**src/common/thread_regs_pkg.sv**
```systemverilog
// Package for the per-thread halt, context, scheduling and options registers.
// Assumes a coprocessor-move style access: register number, select, thread.
package thread_regs_pkg;

    // Coprocessor register numbers and selects.
    localparam logic [4:0] REG_NUM_THREAD = 5'h02;
    localparam logic [4:0] REG_NUM_OPT = 5'h03;
    localparam logic [2:0] SEL_HALT = 3'h4;
    localparam logic [2:0] SEL_CONTEXT = 3'h5;
    localparam logic [2:0] SEL_HINT = 3'h6;
    localparam logic [2:0] SEL_FEEDBACK = 3'h7;
    localparam logic [2:0] SEL_OPTIONS = 3'h7;

    // Field positions.
    localparam int HALT_BIT = 0;
    localparam int IWX_LSB = 8;
    localparam int DWX_LSB = 0;
    localparam int WAY_MASK_W = 8;

    // Reset values.
    localparam logic HALT_RESET_THREAD0 = 1'b0;
    localparam logic HALT_RESET_OTHERS = 1'b1;
    localparam logic [31:0] WORD_RESET = 32'h00000000;

    // Coprocessor move request.
    typedef struct packed {
        logic       write;
        logic       read;
        logic [4:0] regNum;
        logic [2:0] sel;
        logic [31:0] wdata;
    } cop_req_s;

    // Per-thread blocking cause reported by the pipeline.
    typedef enum logic [2:0] {
        BLK_NONE = 3'b001,
        BLK_GATING = 3'b010,
        BLK_WAIT = 3'b100
    } block_e;

    // Halt sequencing states for one thread.
    typedef enum logic [2:0] {
        HS_RUN = 3'b001,
        HS_DRAIN = 3'b010,
        HS_HALTED = 3'b100
    } halt_state_e;

endpackage

```
**src/core/thread_halt_schedule_regs.sv**
```systemverilog
// Per-thread halt, context, scheduling hint, feedback and options registers.
// Assumes a coprocessor move port on the core clock, and a pipeline that
// reports fetch/issue state per thread and honours stop and flush outputs.
//
// Overview of operation
// - Halt bit 0 read/write; set stops scheduling; resets 0 thread0, else 1.
// - Halt bits 31:1 reserved; written zero by software, read as zero.
// - Setting halt on an activated thread stops fetch and captures next unissued address as restart.
// - Halt aborts pending gating-storage access; restart points at it.
// - Halt during wait or relinquish settles thread in stable restart state.
// - Run-state still reports blocked condition and cause after halt.
// - Clearing halt makes thread schedulable, resuming from restart address.
// - Halted thread never chosen for allocation by spawn instruction, except in its first halted cycle if it was not activated.
// - Halt by register write on an activated thread discards fetched but unissued instructions.
// - Halt may lag; long-latency work finishes before barrier completes.
// - Context register is plain software storage with no side effects.
// - Scheduling hint exists per thread and is passed to the scheduler.
// - Hint value zero means default well-behaved scheduling.
// - Thread hints only divide bandwidth granted to the virtual cpu.
// - Feedback register counts retired instructions, cleared by software.
// - Options: instruction mask 15:8, data mask 7:0, bits 31:16 zero.
// - Instruction way n never allocated for thread when its bit set.
`timescale 1ns/1ns
module thread_halt_schedule_regs
    import thread_regs_pkg::*;
#(
    parameter int NUM_THREADS = 4,
    parameter int ADDR_W = 32
) (
    // Clock and reset.
    input wire logic clock,
    input wire logic rst,
    // Coprocessor move port.
    input wire cop_req_s copReq,
    input wire logic [$clog2(NUM_THREADS)-1:0] targetThread,
    output logic [31:0] readData,
    output logic readValid,
    // Pipeline state per thread.
    input wire logic [NUM_THREADS-1:0] activated,
    input wire logic [NUM_THREADS*ADDR_W-1:0] nextIssueAddr,
    input wire logic [NUM_THREADS*ADDR_W-1:0] blockedAccessAddr,
    input wire logic [NUM_THREADS-1:0] blockedInDelaySlot,
    input wire logic [NUM_THREADS*3-1:0] blockCause,
    input wire logic [NUM_THREADS-1:0] longOpsPending,
    input wire logic [NUM_THREADS-1:0] retired,
    // Controls to scheduler, fetch and cache controller.
    output logic [NUM_THREADS-1:0] schedulable,
    output logic [NUM_THREADS-1:0] spawnEligible,
    output logic [NUM_THREADS-1:0] stopFetch,
    output logic [NUM_THREADS-1:0] flushUnissued,
    output logic [NUM_THREADS-1:0] abortBlocked,
    output logic [NUM_THREADS-1:0] haltSettled,
    output logic [NUM_THREADS-1:0] restartWrite,
    output logic [NUM_THREADS*ADDR_W-1:0] restartAddr,
    output logic [NUM_THREADS-1:0] restartDelaySlot,
    output logic [NUM_THREADS*3-1:0] runStateCause,
    output logic [NUM_THREADS*32-1:0] scheduleHint,
    output logic [NUM_THREADS*WAY_MASK_W-1:0] instrWayExclude,
    output logic [NUM_THREADS*WAY_MASK_W-1:0] dataWayExclude
);

    // Restart words and the coprocessor data path assume 32-bit addresses.
    if (NUM_THREADS < 2 || ADDR_W != 32) begin : gBadParams
        $error("thread_halt_schedule_regs: unsupported parameters");
    end

    ////////////////////////////////////////////////////////////////////////
    // Register storage and decode.

    logic [NUM_THREADS-1:0] haltFlag;
    logic [31:0] contextReg [NUM_THREADS];
    logic [31:0] hintReg [NUM_THREADS];
    logic [31:0] feedbackReg [NUM_THREADS];
    logic [2*WAY_MASK_W-1:0] optionsReg [NUM_THREADS];
    halt_state_e haltState [NUM_THREADS];

    function automatic logic hits(input cop_req_s r, input logic [4:0] n,
                                  input logic [2:0] s);
        return r.regNum == n && r.sel == s;
    endfunction

    logic wrHalt, wrContext, wrHint, wrFeedback, wrOptions;
    assign wrHalt = copReq.write && hits(copReq, REG_NUM_THREAD, SEL_HALT);
    assign wrContext = copReq.write
        && hits(copReq, REG_NUM_THREAD, SEL_CONTEXT);
    assign wrHint = copReq.write && hits(copReq, REG_NUM_THREAD, SEL_HINT);
    assign wrFeedback = copReq.write
        && hits(copReq, REG_NUM_THREAD, SEL_FEEDBACK);
    assign wrOptions = copReq.write && hits(copReq, REG_NUM_OPT, SEL_OPTIONS);

    ////////////////////////////////////////////////////////////////////////
    // Halt flag and plain registers.

    always_ff @(posedge clock or posedge rst) begin
        if (rst) begin
            haltFlag <= {NUM_THREADS{HALT_RESET_OTHERS}};
            haltFlag[0] <= HALT_RESET_THREAD0;
        end else if (wrHalt) begin
            haltFlag[targetThread] <= copReq.wdata[HALT_BIT];
        end
    end

    always_ff @(posedge clock or posedge rst) begin
        if (rst) begin
            for (int i = 0; i < NUM_THREADS; i++) begin
                contextReg[i] <= WORD_RESET;
            end
        end else if (wrContext) begin
            contextReg[targetThread] <= copReq.wdata;
        end
    end

    always_ff @(posedge clock or posedge rst) begin
        if (rst) begin
            for (int i = 0; i < NUM_THREADS; i++) begin
                hintReg[i] <= WORD_RESET;
            end
        end else if (wrHint) begin
            hintReg[targetThread] <= copReq.wdata;
        end
    end

    always_ff @(posedge clock or posedge rst) begin
        if (rst) begin
            for (int i = 0; i < NUM_THREADS; i++) begin
                feedbackReg[i] <= WORD_RESET;
            end
        end else begin
            for (int i = 0; i < NUM_THREADS; i++) begin
                // A write that meets a retire keeps that retire in the count.
                if (wrFeedback && targetThread == i) begin
                    feedbackReg[i] <= copReq.wdata + {31'h0, retired[i]};
                end else if (retired[i]) begin
                    feedbackReg[i] <= feedbackReg[i] + 32'h1;
                end
            end
        end
    end

    always_ff @(posedge clock or posedge rst) begin
        if (rst) begin
            for (int i = 0; i < NUM_THREADS; i++) begin
                optionsReg[i] <= '0;
            end
        end else if (wrOptions) begin
            optionsReg[targetThread] <= copReq.wdata[2*WAY_MASK_W-1:0];
        end
    end

    ////////////////////////////////////////////////////////////////////////
    // Read port.
    // Unmapped locations still answer, with zero data.

    always_ff @(posedge clock or posedge rst) begin
        if (rst) begin
            readData <= WORD_RESET;
            readValid <= 1'b0;
        end else begin
            readValid <= copReq.read;
            readData <= WORD_RESET;
            if (copReq.read) begin
                if (hits(copReq, REG_NUM_THREAD, SEL_HALT)) begin
                    readData <= {31'h0, haltFlag[targetThread]};
                end else if (hits(copReq, REG_NUM_THREAD, SEL_CONTEXT)) begin
                    readData <= contextReg[targetThread];
                end else if (hits(copReq, REG_NUM_THREAD, SEL_HINT)) begin
                    readData <= hintReg[targetThread];
                end else if (hits(copReq, REG_NUM_THREAD, SEL_FEEDBACK)) begin
                    readData <= feedbackReg[targetThread];
                end else if (hits(copReq, REG_NUM_OPT, SEL_OPTIONS)) begin
                    readData <= {16'h0, optionsReg[targetThread]};
                end
            end
        end
    end

    ////////////////////////////////////////////////////////////////////////
    // Halt sequencing per thread.

    for (genvar t = 0; t < NUM_THREADS; t++) begin : gThread
        logic haltReq;
        logic isGating;
        logic isWait;
        assign haltReq = wrHalt && targetThread == t
            && copReq.wdata[HALT_BIT] && activated[t];
        assign isGating = blockCause[t*3 +: 3] == BLK_GATING;
        assign isWait = blockCause[t*3 +: 3] == BLK_WAIT;

        always_ff @(posedge clock or posedge rst) begin
            if (rst) begin
                // Thread 0 leaves reset running; the others wait halted.
                haltState[t] <= (t == 0) ? HS_RUN : HS_HALTED;
            end else begin
                case (haltState[t])
                    HS_RUN: begin
                        if (haltReq) begin
                            haltState[t] <= HS_DRAIN;
                        end
                    end
                    HS_DRAIN: begin
                        if (!longOpsPending[t]) begin
                            haltState[t] <= HS_HALTED;
                        end
                    end
                    HS_HALTED: begin
                        if (!haltFlag[t]) begin
                            haltState[t] <= HS_RUN;
                        end
                    end
                    default: haltState[t] <= HS_HALTED;
                endcase
            end
        end

        // Pulses and captured restart state on the halting write.
        always_ff @(posedge clock or posedge rst) begin
            if (rst) begin
                flushUnissued[t] <= 1'b0;
                abortBlocked[t] <= 1'b0;
                restartWrite[t] <= 1'b0;
                restartAddr[t*ADDR_W +: ADDR_W] <= '0;
                restartDelaySlot[t] <= 1'b0;
                runStateCause[t*3 +: 3] <= BLK_NONE;
            end else begin
                flushUnissued[t] <= haltReq && haltState[t] == HS_RUN;
                abortBlocked[t] <= haltReq && haltState[t] == HS_RUN
                    && isGating;
                restartWrite[t] <= haltReq && haltState[t] == HS_RUN;
                if (haltReq && haltState[t] == HS_RUN) begin
                    restartAddr[t*ADDR_W +: ADDR_W] <= isGating
                        ? blockedAccessAddr[t*ADDR_W +: ADDR_W]
                        : nextIssueAddr[t*ADDR_W +: ADDR_W];
                    restartDelaySlot[t] <= isGating && blockedInDelaySlot[t];
                    runStateCause[t*3 +: 3] <= blockCause[t*3 +: 3];
                end else if (haltState[t] == HS_RUN) begin
                    runStateCause[t*3 +: 3] <= blockCause[t*3 +: 3];
                end
            end
        end

        always_ff @(posedge clock or posedge rst) begin
            if (rst) begin
                stopFetch[t] <= (t != 0);
                haltSettled[t] <= (t != 0);
                schedulable[t] <= (t == 0);
                spawnEligible[t] <= (t == 0);
            end else begin
                // A halting write raises stopFetch and drops schedulable and spawnEligible with the pulses.
                // stop fetch
                stopFetch[t] <= haltReq || haltState[t] != HS_RUN
                    && haltFlag[t];
                haltSettled[t] <= haltState[t] == HS_HALTED
                    || haltState[t] == HS_DRAIN && isWait
                    && !longOpsPending[t];
                schedulable[t] <= !haltFlag[t] && !haltReq
                    && haltState[t] != HS_DRAIN;
                spawnEligible[t] <= !haltFlag[t] && !haltReq;
            end
        end

        always_ff @(posedge clock or posedge rst) begin
            if (rst) begin
                scheduleHint[t*32 +: 32] <= WORD_RESET;
            end else begin
                scheduleHint[t*32 +: 32] <= hintReg[t];
            end
        end

        always_ff @(posedge clock or posedge rst) begin
            if (rst) begin
                instrWayExclude[t*WAY_MASK_W +: WAY_MASK_W] <= '0;
                dataWayExclude[t*WAY_MASK_W +: WAY_MASK_W] <= '0;
            end else begin
                instrWayExclude[t*WAY_MASK_W +: WAY_MASK_W] <=
                    optionsReg[t][IWX_LSB +: WAY_MASK_W];
                dataWayExclude[t*WAY_MASK_W +: WAY_MASK_W] <=
                    optionsReg[t][DWX_LSB +: WAY_MASK_W];
            end
        end
    end

endmodule

```
**config.mk**
```make
export PLATFORM = sky130hd
export DESIGN_NAME = thread_halt_schedule_regs
export DESIGN_NICKNAME = d
export VERILOG_FILES = /design/src/common/thread_regs_pkg.sv /design/src/core/thread_halt_schedule_regs.sv
export SDC_FILE = /design/constraint.sdc
export NUM_CORES = 2
export LEC_CHECK = 0
export ABC_AREA = 1
export BUFFER_PORTS_ARGS = -buffer_cell sky130_fd_sc_hd__buf_4
export CAP_MARGIN = 20
export CELL_PAD_IN_SITES_DETAIL_PLACEMENT = 1
export CELL_PAD_IN_SITES_GLOBAL_PLACEMENT = 2
export CORE_ASPECT_RATIO = 1.75
export CORE_MARGIN = 2
export CORE_UTILIZATION = 37
export CTS_BUF_LIST = sky130_fd_sc_hd__clkbuf_8
export DETAILED_ROUTE_END_ITERATION = 16
export GPL_TIMING_DRIVEN = 0
export PLACE_DENSITY = 0.92
export SETUP_SLACK_MARGIN = 0.15
export SLEW_MARGIN = 20
export SYNTH_ARGS = -nofsm -noshare
export SYNTH_HDL_FRONTEND = slang
export SYNTH_SLANG_ARGS = --single-unit
export TNS_END_PERCENT = 10
```
**constraint.sdc**
```tcl
create_clock -name clock -period 57.7 [get_ports clock]
set_input_delay 8.655 -clock clock [delete_from_list [all_inputs] [get_ports clock]]
set_output_delay 8.655 -clock clock [all_outputs]
set_load 0.02 [all_outputs]
```
==> run_results.csv <==
group,metric,value,unit
sta,grt_setup_unrepaired,"no",
sta,worstMarginPinSlew,1.25,ns
final_layout,layout-drive-gt1-share,0.189,
critical_path,r2r-start,"feedbackReg[0]$_DFFE_PP0P_",
critical_path,reg2reg_depth,10,
place,finalWeightedCongestion,1.02,
critical_path,endpoint_kind,"asynchronous set/reset pin",
clock_network,cts_made_buffers,138,
sta,min_period_over_period,0.194,
sta,setup_viol,0,
route,routed_wl,226,mm
critical_path,arrival,12.19,ns
sta,clock_skew,0.0380,ns
critical_path,slowest_stage,"buf_16",
logic_synthesis,ys_ff_latch,857,
logic_synthesis,netlist_instances,4808,
critical_path,required,58.67,ns
clock_network,path_clk_slew,0.07,ns
sta,slew_headroom,0.169,
route,vias,40385,
final_layout,final_core_util,0.468,
power_and_ir_drop,switchingPower,452,uW
logic_synthesis,syn_nets,5150,
power_and_ir_drop,p_per_area,28.5,nW/um^2
sta,worst_slack,46.48,ns
critical_path,slowest_delay,0.42,ns
critical_path,crit_chain,"buf_4 > inv_8 > buf_16 > buf_16 > buf_16 > buf_16 > buf_16 > buf_16 > buf_16",
die,dieArea,112000,um^2
grt,grt_max_degree,108,
grt,grt_pass1_wl,313,mm
power_and_ir_drop,switching_share,0.312,
logic_synthesis,synth_area,40300,um^2
route,vias_per_cell,5.57,
route,dr.pass1.iters,5,
place,hpwl,182,mm
power_and_ir_drop,power.internal,994,uW
critical_path,worstSetupPathType,"input pin to asynchronous set/reset pin",
critical_path,r2r_end,"feedbackReg[18]$_DFFE_PP0P_",
grt,antenna_found_initial,24,
route,drc,0,
sta,maxSlewViolCount,0,
logic_synthesis,syn_area_per_cell,8.39,um^2
critical_path,start_kind,"input pin",
sta,tns,0,ns
place,dp_slack,45.47,ns
die,start_util,0.372,
sta,fmax,89.2,MHz
sta,period_needed,11.22,ns
power_and_ir_drop,pwr-share-clk,0.388,
hold_path,whs_path_depth,0,
power_and_ir_drop,power.total,1450,uW
hold_path,hold_class,"register to register",
sta,hold_violations,0,
die,core,108000,um^2
clock_network,cts-resized-gates,0,
final_layout,fin_cells,7256,
power_and_ir_drop,leakage,0.0256,uW
logic_synthesis,yosysWarnings,0,
grt,first_global_vias,42889,
logic_synthesis,ys_seq_area_frac,0.532,
run_status,status,"complete, no violations",
place,dp_cells,6991,
route,drtAntennaViolNets,0,
clock_network,postCtsSetupRepairBufs,0,
die,io_pins,727,
clock_network,clock-sinks,857,
power_and_ir_drop,power_frac_seq,0.467,
route,wl_per_cell,31.2,um
clock_network,cts_tree,"done",
clock_network,hold_buffers,0,
critical_path,critPathLaunch,"rst",
place,portBuffers,714,
grt,grt_remaining_overflow,0,
final_layout,area_growth,25.8,%
clock_network,root_buffer,"clkbuf_8",
grt,grt_usage,0.402,
critical_path,worstPathMaxFanout,107,
die,rows,160,
hold_path,hold_start,"hintReg[42]$_DFFE_PP0P_",
clock_network,cts_max_path_buffers,3,
job,maxCapViolations,0,
power_and_ir_drop,combPwrFrac,0.144,
hold_path,hold_end,"scheduleHint[74]$_DFF_PP0_",
critical_path,path_common_cell,"buf_16",
die,chipWidth,254,um
route,first_iter_violations,2488,
critical_path,ff2ff_setup_slack,55.06,ns
final_layout,fin_nets,6016,
clock_network,worst_skew_pair.late_latency,0.89,ns
power_and_ir_drop,ir_worst_vdd,0.0242,mV
die,dieHeight,441,um
clock_network,htree_levels,4,
logic_synthesis,synthDistinctLibCells,44,
==> state kept, by name, indices dropped and copies added (netlist names), 4 cells and up <==
register          count
optionsReg           64
scheduleHint        128
haltFlag              4
schedulable           4
runStateCause        12
instrWayExclude      32
restartAddr         128
haltState            12
hintReg             128
stopFetch             4
feedbackReg         128
contextReg          128
abortBlocked          4
restartWrite          4
restartDelaySlot      4
dataWayExclude       32
spawnEligible         4
haltSettled           4
readData             32
==> synthesized netlist by cell type <==
library cell | instances | area, um^2
nand4_1 | 50 | 313
o211ai_1 | 20 | 150
dfstp_2 | 19 | 499
nand4_2 | 1 | 12.5
nor2_2 | 8 | 50.1
inv_4 | 1 | 6.26
clkinv_1 | 2 | 7.51
xor2_1 | 99 | 867
nor3_1 | 28 | 140
nor2_4 | 2 | 22.5
buf_6 | 8 | 90.1
clkbuf_1 | 158 | 593
a31oi_1 | 3 | 18.8
nand2_1 | 1506 | 5650
o21ai_2 | 11 | 96.3
o221ai_1 | 2 | 17.5
nor3_2 | 5 | 50.1
a22o_1 | 15 | 131
nand3_1 | 282 | 1410
mux2i_1 | 128 | 1280
buf_4 | 20 | 150
inv_2 | 12 | 45.0
nand3b_1 | 68 | 510
buf_2 | 48 | 240
o21ai_0 | 313 | 1570
nand2_2 | 8 | 50.1
inv_1 | 282 | 1060
dfrtp_1 | 838 | 21000
or2_2 | 11 | 68.8
a21oi_1 | 8 | 40.0
o41ai_1 | 3 | 26.3
nand3_2 | 7 | 70.1
o2111ai_1 | 13 | 114
nor2_1 | 392 | 1470
nor4_1 | 1 | 6.26
o31ai_1 | 6 | 45.0
o22ai_1 | 138 | 863
ha_1 | 12 | 150
o21bai_1 | 6 | 45.0
o21ai_1 | 249 | 1250
clkbuf_2 | 1 | 5.00
buf_1 | 9 | 33.8
xnor2_1 | 14 | 123
nor3_4 | 1 | 16.3
==> critical path, delay by kind of cell <==
family	cells	cell delay, ns
buffers and inverters	9	3.08
==> final cells by class <==
type                       instances  area [um^2]
fill                           13066        57600
clock buffer                     171         2350
tap                             1458         1820
buffer                           244         1110
inverter                         297         1120
sequential                       857        21500
timing repair buffer             726         5660
multi-input combinational       3410        16600
clock inverter                    78          513
antenna                           15         37.5
==> cells by family (layout without fill, tap and decap cells) <==
| group | after synthesis | after routing | synth area share |
|---|---|---|---|
| simple gates | 2370 | 2370 | 0.244 |
| buf+inv | 541 | 1516 | 0.0553 |
| fa+ha+maj | 12 | 12 | 0.00372 |
| flops | 857 | 857 | 0.532 |
| other cells | 0 | 15 | 0 |
| mux | 128 | 128 | 0.0318 |
| xor+xnor | 113 | 113 | 0.0245 |
| compound gates | 787 | 787 | 0.108 |
==> per-layer routing <==
layer | up-vias | track usage | share of wire
met3 | 889 | 0.0897 | 0.062
met5 | - | 0 | 0.00034
met1 | 20041 | 0.357 | 0.30
li1 | 17523 | - | -
met2 | 1920 | 0.688 | 0.49
met4 | 12 | 0.493 | 0.14
==> metrics by stage <==
step,hold slack [ns],instance area [um^2]
2_1_floorplan,0.374,40300
6_report,0.404,50700
3_5_place_dp,0.389,47800
5_1_grt,0.407,50700
4_1_cts,0.400,50700
3_3_place_gp,0.383,47500
==> placed cells by master, fill, tap and decap left out, types with 11 or more instances in the layout <==
cell type / instances
dfrtp_1: 838
nor3_1: 28
inv_2: 12
xor2_1: 99
inv_1: 330
clkbuf_8: 171
o22ai_1: 138
nor2_1: 390
a22o_1: 15
xnor2_1: 14
nand3_1: 282
o211ai_1: 20
o21ai_0: 313
buf_4: 735
ha_1: 12
o2111ai_1: 13
clkbuf_1: 157
buf_2: 49
or2_2: 11
o21ai_1: 249
o21ai_2: 11
dfstp_2: 19
mux2i_1: 128
diode_2: 15
nand3b_1: 68
nand2_1: 1506
nand4_1: 50
==> power groups by stage <==
stage	logic, uW	registers [uW]	clock network, uW
floorplan	98.9	677	0
global placement	198	685	0
detailed placement	205	685	0
CTS	207	674	569
global route	224	678	592
finish	209	676	562
==> worst max-delay path by stage <==
stage | endpoint | slack, ns | cells past startpoint
3_5_place_dp | schedulable[0]$_DFF_PP1_ | 45.47 | 9
2_1_floorplan | abortBlocked[0]$_DFF_PP0_ | 24.99 | 1
4_1_cts | stopFetch[1]$_DFF_PP1_ | 46.43 | 9
3_3_place_gp | scheduleHint[52]$_DFF_PP0_ | 14.86 | 2
5_1_grt | scheduleHint[26]$_DFF_PP0_ | 46.07 | 9
6_report | restartAddr[37]$_DFFE_PP0P_ | 46.48 | 9
Power figures use the tool's default switching activity.
